$ cat config.mk
export PLATFORM = sky130hd
export DESIGN_NAME = acqs_settings_regs
export DESIGN_NICKNAME = d
export VERILOG_FILES = /design/src/design/acqs_pkg.sv /design/src/design/acqs_reg_if.sv /design/src/design/acqs_axil_slave.sv /design/src/design/acqs_result_hold.sv /design/src/design/acqs_settings_regs.sv
export VERILOG_INCLUDE_DIRS = /design/src /design/src/design
export SDC_FILE = /design/constraint.sdc
export NUM_CORES = 1
export LEC_CHECK = 0
export ABC_AREA = 1
export BUFFER_PORTS_ARGS = -buffer_cell sky130_fd_sc_hd__buf_2
export CAP_MARGIN = 20
export CORE_ASPECT_RATIO = 0.7
export CORE_MARGIN = 5
export CORE_UTILIZATION = 40
export DETAILED_ROUTE_END_ITERATION = 6
export MAX_ROUTING_LAYER = met4
export PLACE_DENSITY = 0.71
export SYNTH_ARGS = -nofsm -noshare
export SYNTH_HDL_FRONTEND = slang
export SYNTH_SLANG_ARGS = --single-unit
$ cat constraint.sdc
create_clock -name clk -period 1.28 [get_ports clk]
set_input_delay 0.256 -clock clk [delete_from_list [all_inputs] [get_ports clk]]
set_output_delay 0.256 -clock clk [all_outputs]
set_load 0.05 [all_outputs]
$ cat src/design/acqs_params.svh
`ifndef ACQS_PARAMS_SVH
`define ACQS_PARAMS_SVH
// register indices, byte address is four times the index
`define ACQS_IDX_CTR_CTL 6'h08
`define ACQS_IDX_STATUS 6'h09
`define ACQS_IDX_SESSION 6'h0a
`define ACQS_IDX_HIGH_PWR 6'h0e
`define ACQS_IDX_SETTINGS 6'h0f
// reset values and writable mask
`define ACQS_SETTINGS_RST 8'hff
`define ACQS_HIGH_PWR_RST 1'h0
`define ACQS_CTR_CTL_RST 16'h0000
`define ACQS_CTR_CTL_MASK 16'hfddb
// field positions
`define ACQS_F_COUPLING 3:0
`define ACQS_F_EXCITE 7:4
`define ACQS_F_HIGH_PWR 0
`define ACQS_F_SPD1_START 15:14
`define ACQS_F_GATE2_START 13:12
`define ACQS_F_GATE2_STOP 11:10
`define ACQS_F_GATE2_CLR 8
`define ACQS_F_SPD1_STOP 7:6
`define ACQS_F_SPD1_CLR 4
`define ACQS_F_SPD0_START 3
`define ACQS_F_SPD0_ZERO 1
`define ACQS_F_SPD0_STALE 0
`define ACQS_F_RESTORE 0
// bus answers
`define ACQS_RESP_OKAY 2'h0
`define ACQS_RESP_SLVERR 2'h2
`endif

$ cat src/design/acqs_pkg.sv
`default_nettype none
package acqs_pkg;
   // start and stop edge codes of the counters
   typedef enum logic [1:0] {
      ACQS_EDGE_READY_FALL = 2'h0,
      ACQS_EDGE_RESERVED = 2'h1,
      ACQS_EDGE_IN_FALL = 2'h2,
      ACQS_EDGE_IN_RISE = 2'h3
   } acqs_edge_type;
endpackage
`default_nettype wire

$ cat src/design/acqs_reg_if.sv
`timescale 1ns/10ps
`default_nettype none
interface acqs_reg_if #(parameter int IDX_W = 6);
   logic wrEn;
   logic [IDX_W-1:0] wrIdx;
   logic [31:0] wrData;
   logic [3:0] wrStrb;
   logic wrHit;
   logic [IDX_W-1:0] rdIdx;
   logic [31:0] rdData;
   logic rdHit;
   // bus side issues accesses, register side answers
   modport bus (output wrEn, wrIdx, wrData, wrStrb, rdIdx,
      input wrHit, rdData, rdHit);
   modport regs (input wrEn, wrIdx, wrData, wrStrb, rdIdx,
      output wrHit, rdData, rdHit);
endinterface
`default_nettype wire

$ cat src/design/acqs_axil_slave.sv
`timescale 1ns/10ps
`default_nettype none
`include "acqs_params.svh"
module acqs_axil_slave #(
   parameter int ADDR_W = 8 // byte address width
) (
   input wire logic clk, // system clock
   input wire logic reset_n, // synchronous reset
   input wire logic [ADDR_W-1:0] awaddr, // write address
   input wire logic awvalid, // write address valid
   output var logic awready, // write address ready
   input wire logic [31:0] wdata, // write data
   input wire logic [3:0] wstrb, // byte lanes
   input wire logic wvalid, // write data valid
   output var logic wready, // write data ready
   output var logic [1:0] bresp, // write answer
   output var logic bvalid, // write answer valid
   input wire logic bready, // write answer taken
   input wire logic [ADDR_W-1:0] araddr, // read address
   input wire logic arvalid, // read address valid
   output var logic arready, // read address ready
   output var logic [31:0] rdata, // read data
   output var logic [1:0] rresp, // read answer
   output var logic rvalid, // read data valid
   input wire logic rready, // read data taken
   acqs_reg_if.bus regBus // register access
);
   logic awReady_reg, wReady_reg, bValid_reg, arReady_reg, rValid_reg;
   logic [ADDR_W-3:0] wrIdx_reg;
   logic [31:0] wrData_reg, rData_reg;
   logic [3:0] wrStrb_reg;
   logic [1:0] bResp_reg, rResp_reg;
   wire awTake = awvalid & awReady_reg;
   wire wTake = wvalid & wReady_reg;
   wire bDone = bValid_reg & bready;
   wire arTake = arvalid & arReady_reg;
   wire rDone = rValid_reg & rready;
   // write fires once both halves are held, in either order
   assign regBus.wrEn = !awReady_reg && !wReady_reg && !bValid_reg;
   assign regBus.wrIdx = wrIdx_reg;
   assign regBus.wrData = wrData_reg;
   assign regBus.wrStrb = wrStrb_reg;
   assign regBus.rdIdx = araddr[ADDR_W-1:2];
   // write channels, each re-opened only after the answer
   always_ff @(posedge clk) begin
      if (!reset_n) begin
         awReady_reg <= 1'b1;
         wReady_reg <= 1'b1;
         bValid_reg <= 1'b0;
         bResp_reg <= `ACQS_RESP_OKAY;
         wrIdx_reg <= '0;
         wrData_reg <= 32'h0;
         wrStrb_reg <= 4'h0;
      end else begin
         if (awTake) begin
            awReady_reg <= 1'b0;
            wrIdx_reg <= awaddr[ADDR_W-1:2];
         end else if (bDone) awReady_reg <= 1'b1;
         if (wTake) begin
            wReady_reg <= 1'b0;
            wrData_reg <= wdata;
            wrStrb_reg <= wstrb;
         end else if (bDone) wReady_reg <= 1'b1;
         if (regBus.wrEn) begin
            bValid_reg <= 1'b1;
            bResp_reg <= regBus.wrHit ? `ACQS_RESP_OKAY : `ACQS_RESP_SLVERR;
         end else if (bDone) bValid_reg <= 1'b0;
      end
   end
   // read data is captured in the address cycle
   always_ff @(posedge clk) begin
      if (!reset_n) begin
         arReady_reg <= 1'b1;
         rValid_reg <= 1'b0;
         rData_reg <= 32'h0;
         rResp_reg <= `ACQS_RESP_OKAY;
      end else if (arTake) begin
         arReady_reg <= 1'b0;
         rValid_reg <= 1'b1;
         rData_reg <= regBus.rdData;
         rResp_reg <= regBus.rdHit ? `ACQS_RESP_OKAY : `ACQS_RESP_SLVERR;
      end else if (rDone) begin
         arReady_reg <= 1'b1;
         rValid_reg <= 1'b0;
      end
   end
   assign awready = awReady_reg;
   assign wready = wReady_reg;
   assign bvalid = bValid_reg;
   assign bresp = bResp_reg;
   assign arready = arReady_reg;
   assign rvalid = rValid_reg;
   assign rdata = rData_reg;
   assign rresp = rResp_reg;
endmodule
`default_nettype wire

$ cat src/design/acqs_result_hold.sv
`timescale 1ns/10ps
`default_nettype none
module acqs_result_hold #(
   parameter int CNT_W = 32 // result width
) (
   input wire logic clk, // system clock
   input wire logic reset_n, // synchronous reset
   input wire logic [CNT_W-1:0] result, // finished measurement
   input wire logic done, // measurement complete pulse
   input wire logic xfer, // value written to input fifo
   input wire logic clearOnXfer, // zero the value after transfer
   input wire logic staleEn, // stale flag in use
   output var logic [CNT_W-1:0] value, // value returned
   output var logic stale // nothing new since last transfer
);
   logic [CNT_W-1:0] value_reg, value_next;
   logic fresh_reg, fresh_next, stale_reg;
   // a completion in the transfer cycle wins over the clear
   assign fresh_next = done | (fresh_reg & ~xfer);
   assign value_next = done ? result :
      (xfer && clearOnXfer) ? {CNT_W{1'b0}} : value_reg;
   always_ff @(posedge clk) begin
      if (!reset_n) begin
         value_reg <= {CNT_W{1'b0}};
         fresh_reg <= 1'b0;
         stale_reg <= 1'b0;
      end else begin
         value_reg <= value_next;
         fresh_reg <= fresh_next;
         stale_reg <= staleEn & ~fresh_next;
      end
   end
   assign value = value_reg;
   assign stale = stale_reg;
endmodule
`default_nettype wire

$ cat src/design/acqs_settings_regs.sv
`timescale 1ns/10ps
`default_nettype none
`include "acqs_params.svh"

// Behaviour
// - settings bits 3..0 pick DC (1) or AC (0) per channel, reset 1
// - settings bits 7..4 disable (1) excitation per channel, reset 1
// - words of 32 bits, only the low byte carries settings
// - high power keep-on: 1 keeps circuitry on, 0 off by default
// - only bit 0 of the high power location means anything
// - control 15:14 selects speed counter 1 start edge
// - control 7:6 selects speed counter 1 stop edge
// - control 13:12 selects gate counter 2 start edge
// - control 11:10 selects gate counter 2 stop edge
// - bits 8 and 4 choose hold or clear after fifo transfer
// - control bit 3 selects speed counter 0 start edge polarity
// - control bit 1 makes speed counter 0 return zeros between results
// - control bit 0 enables speed counter 0 stale flag
// - counter control returns to reset state when application exits
module acqs_settings_regs
   import acqs_pkg::*;
#(
   parameter int ADDR_W = 8, // byte address width
   parameter int CNT_W = 32 // counter result width
) (
   input wire logic clk, // 25 MHz system clock
   input wire logic reset_n, // synchronous reset
   input wire logic [ADDR_W-1:0] awaddr, // write address
   input wire logic awvalid, // write address valid
   output var logic awready, // write address ready
   input wire logic [31:0] wdata, // write data
   input wire logic [3:0] wstrb, // byte lanes
   input wire logic wvalid, // write data valid
   output var logic wready, // write data ready
   output var logic [1:0] bresp, // write answer
   output var logic bvalid, // write answer valid
   input wire logic bready, // write answer taken
   input wire logic [ADDR_W-1:0] araddr, // read address
   input wire logic arvalid, // read address valid
   output var logic arready, // read address ready
   output var logic [31:0] rdata, // read data
   output var logic [1:0] rresp, // read answer
   output var logic rvalid, // read data valid
   input wire logic rready, // read data taken
   output var logic [3:0] couplingDc, // 1 = dc coupling
   output var logic [3:0] sensorExcitationOff, // 1 = source off
   output var logic highPowerOn, // keep high power on
   output var acqs_edge_type speed1StartSel, // speed 1 start edge
   output var acqs_edge_type speed1StopSel, // speed 1 stop edge
   output var acqs_edge_type gate2StartSel, // gate 2 start edge
   output var acqs_edge_type gate2StopSel, // gate 2 stop edge
   output var logic speed0StartFalling, // speed 0 falling start
   input wire logic [CNT_W-1:0] speed0Result, // speed 0 result
   input wire logic speed0Done, // speed 0 result ready
   input wire logic speed0Xfer, // speed 0 written to fifo
   output var logic [CNT_W-1:0] speed0Value, // speed 0 value
   output var logic speed0Stale, // speed 0 stale flag
   input wire logic [CNT_W-1:0] speed1Result, // speed 1 result
   input wire logic speed1Done, // speed 1 result ready
   input wire logic speed1Xfer, // speed 1 written to fifo
   output var logic [CNT_W-1:0] speed1Value, // speed 1 value
   input wire logic [CNT_W-1:0] gate2Result, // gate 2 result
   input wire logic gate2Done, // gate 2 result ready
   input wire logic gate2Xfer, // gate 2 written to fifo
   output var logic [CNT_W-1:0] gate2Value // gate 2 value
);
   localparam int IDX_W = ADDR_W - 2;

   logic [7:0] inputCouplingSourceByte_reg;
   logic [7:0] inputCouplingSourceByte_next;
   logic highPowerKeepOn_reg;
   logic highPowerKeepOn_next;
   logic [15:0] counterEdgeControl_reg;
   logic [15:0] counterEdgeControl_next;

   acqs_reg_if #(.IDX_W(IDX_W)) regBus ();

   // merge written byte lanes over the old word
   function automatic logic [31:0] laneMerge(
      input logic [31:0] oldWord,
      input logic [31:0] newWord,
      input logic [3:0] strb);
      logic [31:0] merged;
      merged = oldWord;
      for (int i = 0; i < 4; i++) begin
         if (strb[i]) begin
            merged[8*i +: 8] = newWord[8*i +: 8];
         end
      end
      return merged;
   endfunction

   // an index answers only if a register lives there
   function automatic logic isMapped(input logic [IDX_W-1:0] idx);
      return idx == `ACQS_IDX_CTR_CTL || idx == `ACQS_IDX_STATUS ||
         idx == `ACQS_IDX_SESSION || idx == `ACQS_IDX_HIGH_PWR ||
         idx == `ACQS_IDX_SETTINGS;
   endfunction

   acqs_axil_slave #(.ADDR_W(ADDR_W)) busSlave (
      .clk(clk),
      .reset_n(reset_n),
      .awaddr(awaddr),
      .awvalid(awvalid),
      .awready(awready),
      .wdata(wdata),
      .wstrb(wstrb),
      .wvalid(wvalid),
      .wready(wready),
      .bresp(bresp),
      .bvalid(bvalid),
      .bready(bready),
      .araddr(araddr),
      .arvalid(arvalid),
      .arready(arready),
      .rdata(rdata),
      .rresp(rresp),
      .rvalid(rvalid),
      .rready(rready),
      .regBus(regBus.bus)
   );

   // write decode; all registers live in the low byte lanes
   wire lane0 = regBus.wrStrb[0];
   wire wrSettings = regBus.wrEn &&
      regBus.wrIdx == `ACQS_IDX_SETTINGS && lane0;
   wire wrHighPower = regBus.wrEn &&
      regBus.wrIdx == `ACQS_IDX_HIGH_PWR && lane0;
   wire wrCounterCtl = regBus.wrEn &&
      regBus.wrIdx == `ACQS_IDX_CTR_CTL;
   wire wrRestore = regBus.wrEn && regBus.wrIdx == `ACQS_IDX_SESSION &&
      lane0 && regBus.wrData[`ACQS_F_RESTORE];
   wire [31:0] ctlMerged = laneMerge({16'h0000, counterEdgeControl_reg},
      regBus.wrData, regBus.wrStrb);
   assign regBus.wrHit = isMapped(regBus.wrIdx);

   // upper 24 bits of the word are dropped on write
   assign inputCouplingSourceByte_next = wrSettings ?
      regBus.wrData[7:0] : inputCouplingSourceByte_reg;
   // only the low bit is kept, the rest need no masking
   assign highPowerKeepOn_next = wrHighPower ?
      regBus.wrData[`ACQS_F_HIGH_PWR] : highPowerKeepOn_reg;
   // unassigned control bits never store
   assign counterEdgeControl_next = wrRestore ? `ACQS_CTR_CTL_RST :
      wrCounterCtl ? (ctlMerged[15:0] & `ACQS_CTR_CTL_MASK) :
      counterEdgeControl_reg;

   // settings storage, defaults dc coupling and sources off
   always_ff @(posedge clk) begin
      if (!reset_n) begin
         inputCouplingSourceByte_reg <= `ACQS_SETTINGS_RST;
         highPowerKeepOn_reg <= `ACQS_HIGH_PWR_RST;
      end else begin
         inputCouplingSourceByte_reg <= inputCouplingSourceByte_next;
         highPowerKeepOn_reg <= highPowerKeepOn_next;
      end
   end

   // counter control, cleared on reset and on application exit
   always_ff @(posedge clk) begin
      if (!reset_n) begin
         counterEdgeControl_reg <= `ACQS_CTR_CTL_RST;
      end else begin
         counterEdgeControl_reg <= counterEdgeControl_next;
      end
   end

   // read decode; session reads zero, restore is a pulse
   wire [IDX_W-1:0] rIdx = regBus.rdIdx;
   assign regBus.rdHit = isMapped(rIdx);
   assign regBus.rdData =
      (rIdx == `ACQS_IDX_SETTINGS) ?
         {24'h000000, inputCouplingSourceByte_reg} :
      (rIdx == `ACQS_IDX_HIGH_PWR) ?
         {31'h00000000, highPowerKeepOn_reg} :
      (rIdx == `ACQS_IDX_CTR_CTL) ?
         {16'h0000, counterEdgeControl_reg} :
      (rIdx == `ACQS_IDX_STATUS) ?
         {31'h00000000, speed0Stale} : 32'h00000000;

   // configuration outputs straight from the stored bits
   assign couplingDc = inputCouplingSourceByte_reg[`ACQS_F_COUPLING];
   assign sensorExcitationOff =
      inputCouplingSourceByte_reg[`ACQS_F_EXCITE];
   assign highPowerOn = highPowerKeepOn_reg;
   // reserved code 01 is passed through as written
   assign speed1StartSel =
      acqs_edge_type'(counterEdgeControl_reg[`ACQS_F_SPD1_START]);
   assign speed1StopSel =
      acqs_edge_type'(counterEdgeControl_reg[`ACQS_F_SPD1_STOP]);
   assign gate2StartSel =
      acqs_edge_type'(counterEdgeControl_reg[`ACQS_F_GATE2_START]);
   assign gate2StopSel =
      acqs_edge_type'(counterEdgeControl_reg[`ACQS_F_GATE2_STOP]);
   assign speed0StartFalling =
      counterEdgeControl_reg[`ACQS_F_SPD0_START];

   // value returned between measurements, per counter
   wire spd0Zero = counterEdgeControl_reg[`ACQS_F_SPD0_ZERO];
   wire spd0StaleEn = counterEdgeControl_reg[`ACQS_F_SPD0_STALE];
   wire spd1Clear = counterEdgeControl_reg[`ACQS_F_SPD1_CLR];
   wire gate2Clear = counterEdgeControl_reg[`ACQS_F_GATE2_CLR];

   acqs_result_hold #(.CNT_W(CNT_W)) speed0Hold (
      .clk(clk),
      .reset_n(reset_n),
      .result(speed0Result),
      .done(speed0Done),
      .xfer(speed0Xfer),
      .clearOnXfer(spd0Zero),
      .staleEn(spd0StaleEn),
      .value(speed0Value),
      .stale(speed0Stale)
   );

   acqs_result_hold #(.CNT_W(CNT_W)) speed1Hold (
      .clk(clk),
      .reset_n(reset_n),
      .result(speed1Result),
      .done(speed1Done),
      .xfer(speed1Xfer),
      .clearOnXfer(spd1Clear),
      .staleEn(1'b0),
      .value(speed1Value),
      .stale()
   );

   acqs_result_hold #(.CNT_W(CNT_W)) gate2Hold (
      .clk(clk),
      .reset_n(reset_n),
      .result(gate2Result),
      .done(gate2Done),
      .xfer(gate2Xfer),
      .clearOnXfer(gate2Clear),
      .staleEn(1'b0),
      .value(gate2Value),
      .stale()
   );
endmodule
`default_nettype wire

==> flow_summary.json <==
{
  "synth-seq-cells": 165,
  "vias": 6547,
  "fillCellCount": 1425,
  "hold_viol": 0,
  "cts_tree": "done",
  "status": "finished, violations left",
  "reg2reg_slack_ns": -0.03,
  "topRoutingLayerUsed": "met4",
  "path_clk_slew_ns": 0.07,
  "hold_path.class": "primary input to flip-flop",
  "wl_met2_mm": 9.04,
  "start_util": 0.412,
  "seqCellArea_sq_um": 3330,
  "place_congestion": 0.881,
  "first_pass_iters": 5,
  "wl_met3_mm": 1.58,
  "die_area_sq_um": 18800,
  "synth_compound_area_frac": 0.144,
  "routed_wirelength_mm": 20.2,
  "grt_pass1_wl_mm": 31.0,
  "grt_overflow": 0,
  "io_buffers": 274,
  "yosys.area_share.adder": 0,
  "synth.area.mux_share": 0,
  "endpoint_kind": "flip-flop",
  "clockBufferDepth": 2,
  "synth.most_common_cell": "nand2_1",
  "die_w_um": 162,
  "drcViolationCount": 0,
  "clk_latency_ns": 0.42,
  "skew_ns": 0.0119,
  "failed_checks": "setup timing",
  "area_delta_synth_final_pct": 43.9,
  "cp.required_ns": 1.61,
  "htreeDepth": 4,
  "ant_nets": 0,
  "via_per_inst": 4.88,
  "final_nets": 1288,
  "root_buffer": "clkbuf_16",
  "min_period_over_period": 1.03,
  "synth_seq_area_share": 0.511,
  "synthTopCellsByCount": "nand2_1, dfxtp_1, a21oi_1",
  "worstPathArrival_ns": 1.65,
  "synth.distinct_cells": 24,
  "critPathMostFrequentCell": "nor2_4",
  "worst_slack_ns": -0.0322,
  "drive_above_1_share": 0.363,
  "synth_area_sq_um": 6460,
  "critical_path.cell_chain": "nor2_4, buf_6, nand2_8, nor2_4, nand2_4, o211ai_2",
  "yosys.area_share.simple": 0.252,
  "synth_area_leaders": "dfxtp_1, nand2_1, a21oi_1, nand3_1, nor2_1",
  "period_minus_slack_ns": 1.31,
  "grt_max_degree": 74,
  "synth_top_area_share": 0.511,
  "timing.max_cap.violations": 0,
  "fin_hold_ws_ns": 0.0835,
  "crit_fanout": 8,
  "finalMaxSlewViolations": 0,
  "synth_flop_cell": "dfxtp_1",
  "post_drt_wl_per_cell_um": 15.0,
  "drtIter0Drc": 527,
  "fmax_ghz": 0.762,
  "ioPinCount": 317,
  "peakVddDrop_v": 0.000714,
  "placementRows": 38,
  "finalSetupTns_ns": -0.161,
  "synthCells": 845,
  "grt_pass1_vias": 6092,
  "crit_slowest_cell": "dfxtp_2",
  "powerDensity_nw_per_um2": 1370,
  "synth_top_family_by_area": "simple AND/OR/NAND/NOR gates",
  "worstSetupPathType": "flip-flop to flip-flop",
  "setup_viol": 10,
  "synthArstFlopShare": 0,
  "die_h_um": 116,
  "coreArea_sq_um": 15700,
  "ys_warn_count": 0,
  "slowest_delay_ns": 0.34,
  "synth_xor_area_frac": 0,
  "met1_length_mm": 9.25,
  "rsz0062_at_grt": "true",
  "critPathLaunchType": "flip-flop",
  "antenna_found_initial": 1,
  "syn_avg_cell_area_sq_um": 7.64,
  "cellLeakagePower_nw": 4.40,
  "post-dp-hpwl_mm": 14.6,
  "cts_made_buffers": 17,
  "grt_use_total": 0.209,
  "cts.sinks": 165,
  "multi_input_area_sq_um": 2720,
  "yosysTopAreaCell": "dfxtp_1",
  "synth_edf_count": 0
}
-- per-stage QoR --
stage / power [W] / instance area [sq um] / util / setup WS, ns / cells
2_1_floorplan: 0.00709 / 6530 / - / 0.00317 / 863
6_report: 0.0127 / 9300 / 0.593 / -0.0322 / 1341
3_3_place_gp: 0.00770 / 8130 / 0.518 / 0.0383 / 1305
4_1_cts: 0.0128 / 9090 / 0.580 / -0.0217 / 1337
5_1_grt: 0.0133 / 9300 / 0.593 / -0.100 / 1341
3_5_place_dp: 0.00773 / 8130 / 0.518 / -0.00165 / 1305
-- worst max-delay path, delay by kind of cell (launching register included) --
kind,cells,cell delay (ns)
AO/OA/AOI/OAI,1,0.17
AND/OR/NAND/NOR,4,0.60
flip-flops,1,0.34
buffers and inverters,1,0.13
-- final cells by class --
cell class | instances | share of cell area
multi-input cells | 570 | 0.293
repair buffers | 316 | 0.237
well taps | 200 | 0.0269
clock inverters | 14 | 0.0153
inverters | 57 | 0.0237
diodes | 1 | 0.000269
flip-flops and latches | 165 | 0.358
clock buffers | 18 | 0.0462
-- placed cells by master (no fill, tap or decap) --
master,synthesis,final
or2_2,2,2
clkbuf_16,0,17
a21oi_1,129,129
nand3_2,3,2
clkbuf_4,0,24
o211ai_2,8,8
dfxtp_1,165,145
buf_8,0,3
inv_2,4,6
nand3_1,79,78
nand2_2,2,10
inv_8,0,3
clkinv_2,0,3
clkbuf_1,29,1
nand4_1,12,12
nor3_1,3,3
a21oi_2,1,1
buf_2,18,137
clkinvlp_4,0,1
nor2_1,55,52
nand3_4,0,2
o21ai_0,35,35
buf_6,2,26
clkinv_4,0,3
nand2_4,2,2
buf_4,19,122
diode_2,0,1
inv_6,0,5
nor2_4,4,6
nand2_1,212,203
nand2_8,0,2
conb_1,1,19
nor2_2,3,4
dfxtp_2,0,20
inv_1,53,49
bufinv_16,0,1
buf_12,0,4
-- layer usage --
layer,vias up,track usage
li1,3289,-
met4,0,0.0558
met3,24,0.0631
met2,242,0.313
met5,-,-
met1,2992,0.277
-- report_power, final --
group | total (W) | internal, W | leakage (nW) | switching, W
registers | 0.00555 | 0.00540 | 1.36 | 0.000149
clock network | 0.00496 | 0.00275 | 0.281 | 0.00221
logic | 0.00224 | 0.000712 | 2.76 | 0.00153
-- path summary, 6_finish.rpt --
kind | to | cells past startpoint | from
setup / recovery | inputCouplingSourceByte_reg[0] | 6 | busSlave.awready
hold / removal | busSlave.regBus.wrData[11] | 3 | wdata[11]
setup reg to reg | inputCouplingSourceByte_reg[0] | 6 | busSlave.awready
hold reg to reg | speed0Hold.value[14] | 2 | speed0Hold.value[14]
-- cell families (layout without fill, tap and decap cells) --
group | Yosys count | after routing
other | 1 | 20
buffers and inverters | 129 | 405
flip-flops | 165 | 165
AO/OA/AOI/OAI | 173 | 173
AND/OR/NAND/NOR | 377 | 378
-- what timing repair did --
action,CTS,global route
hold buffers,0,0
gates resized for setup,145,71
cloned,0,1
setup endpoints to repair,113,79
buffers inserted,0,2
pin swaps,0,5
endpoints found under the hold margin,0,0
No activity file was read; power rests on OpenSTA's default activity.
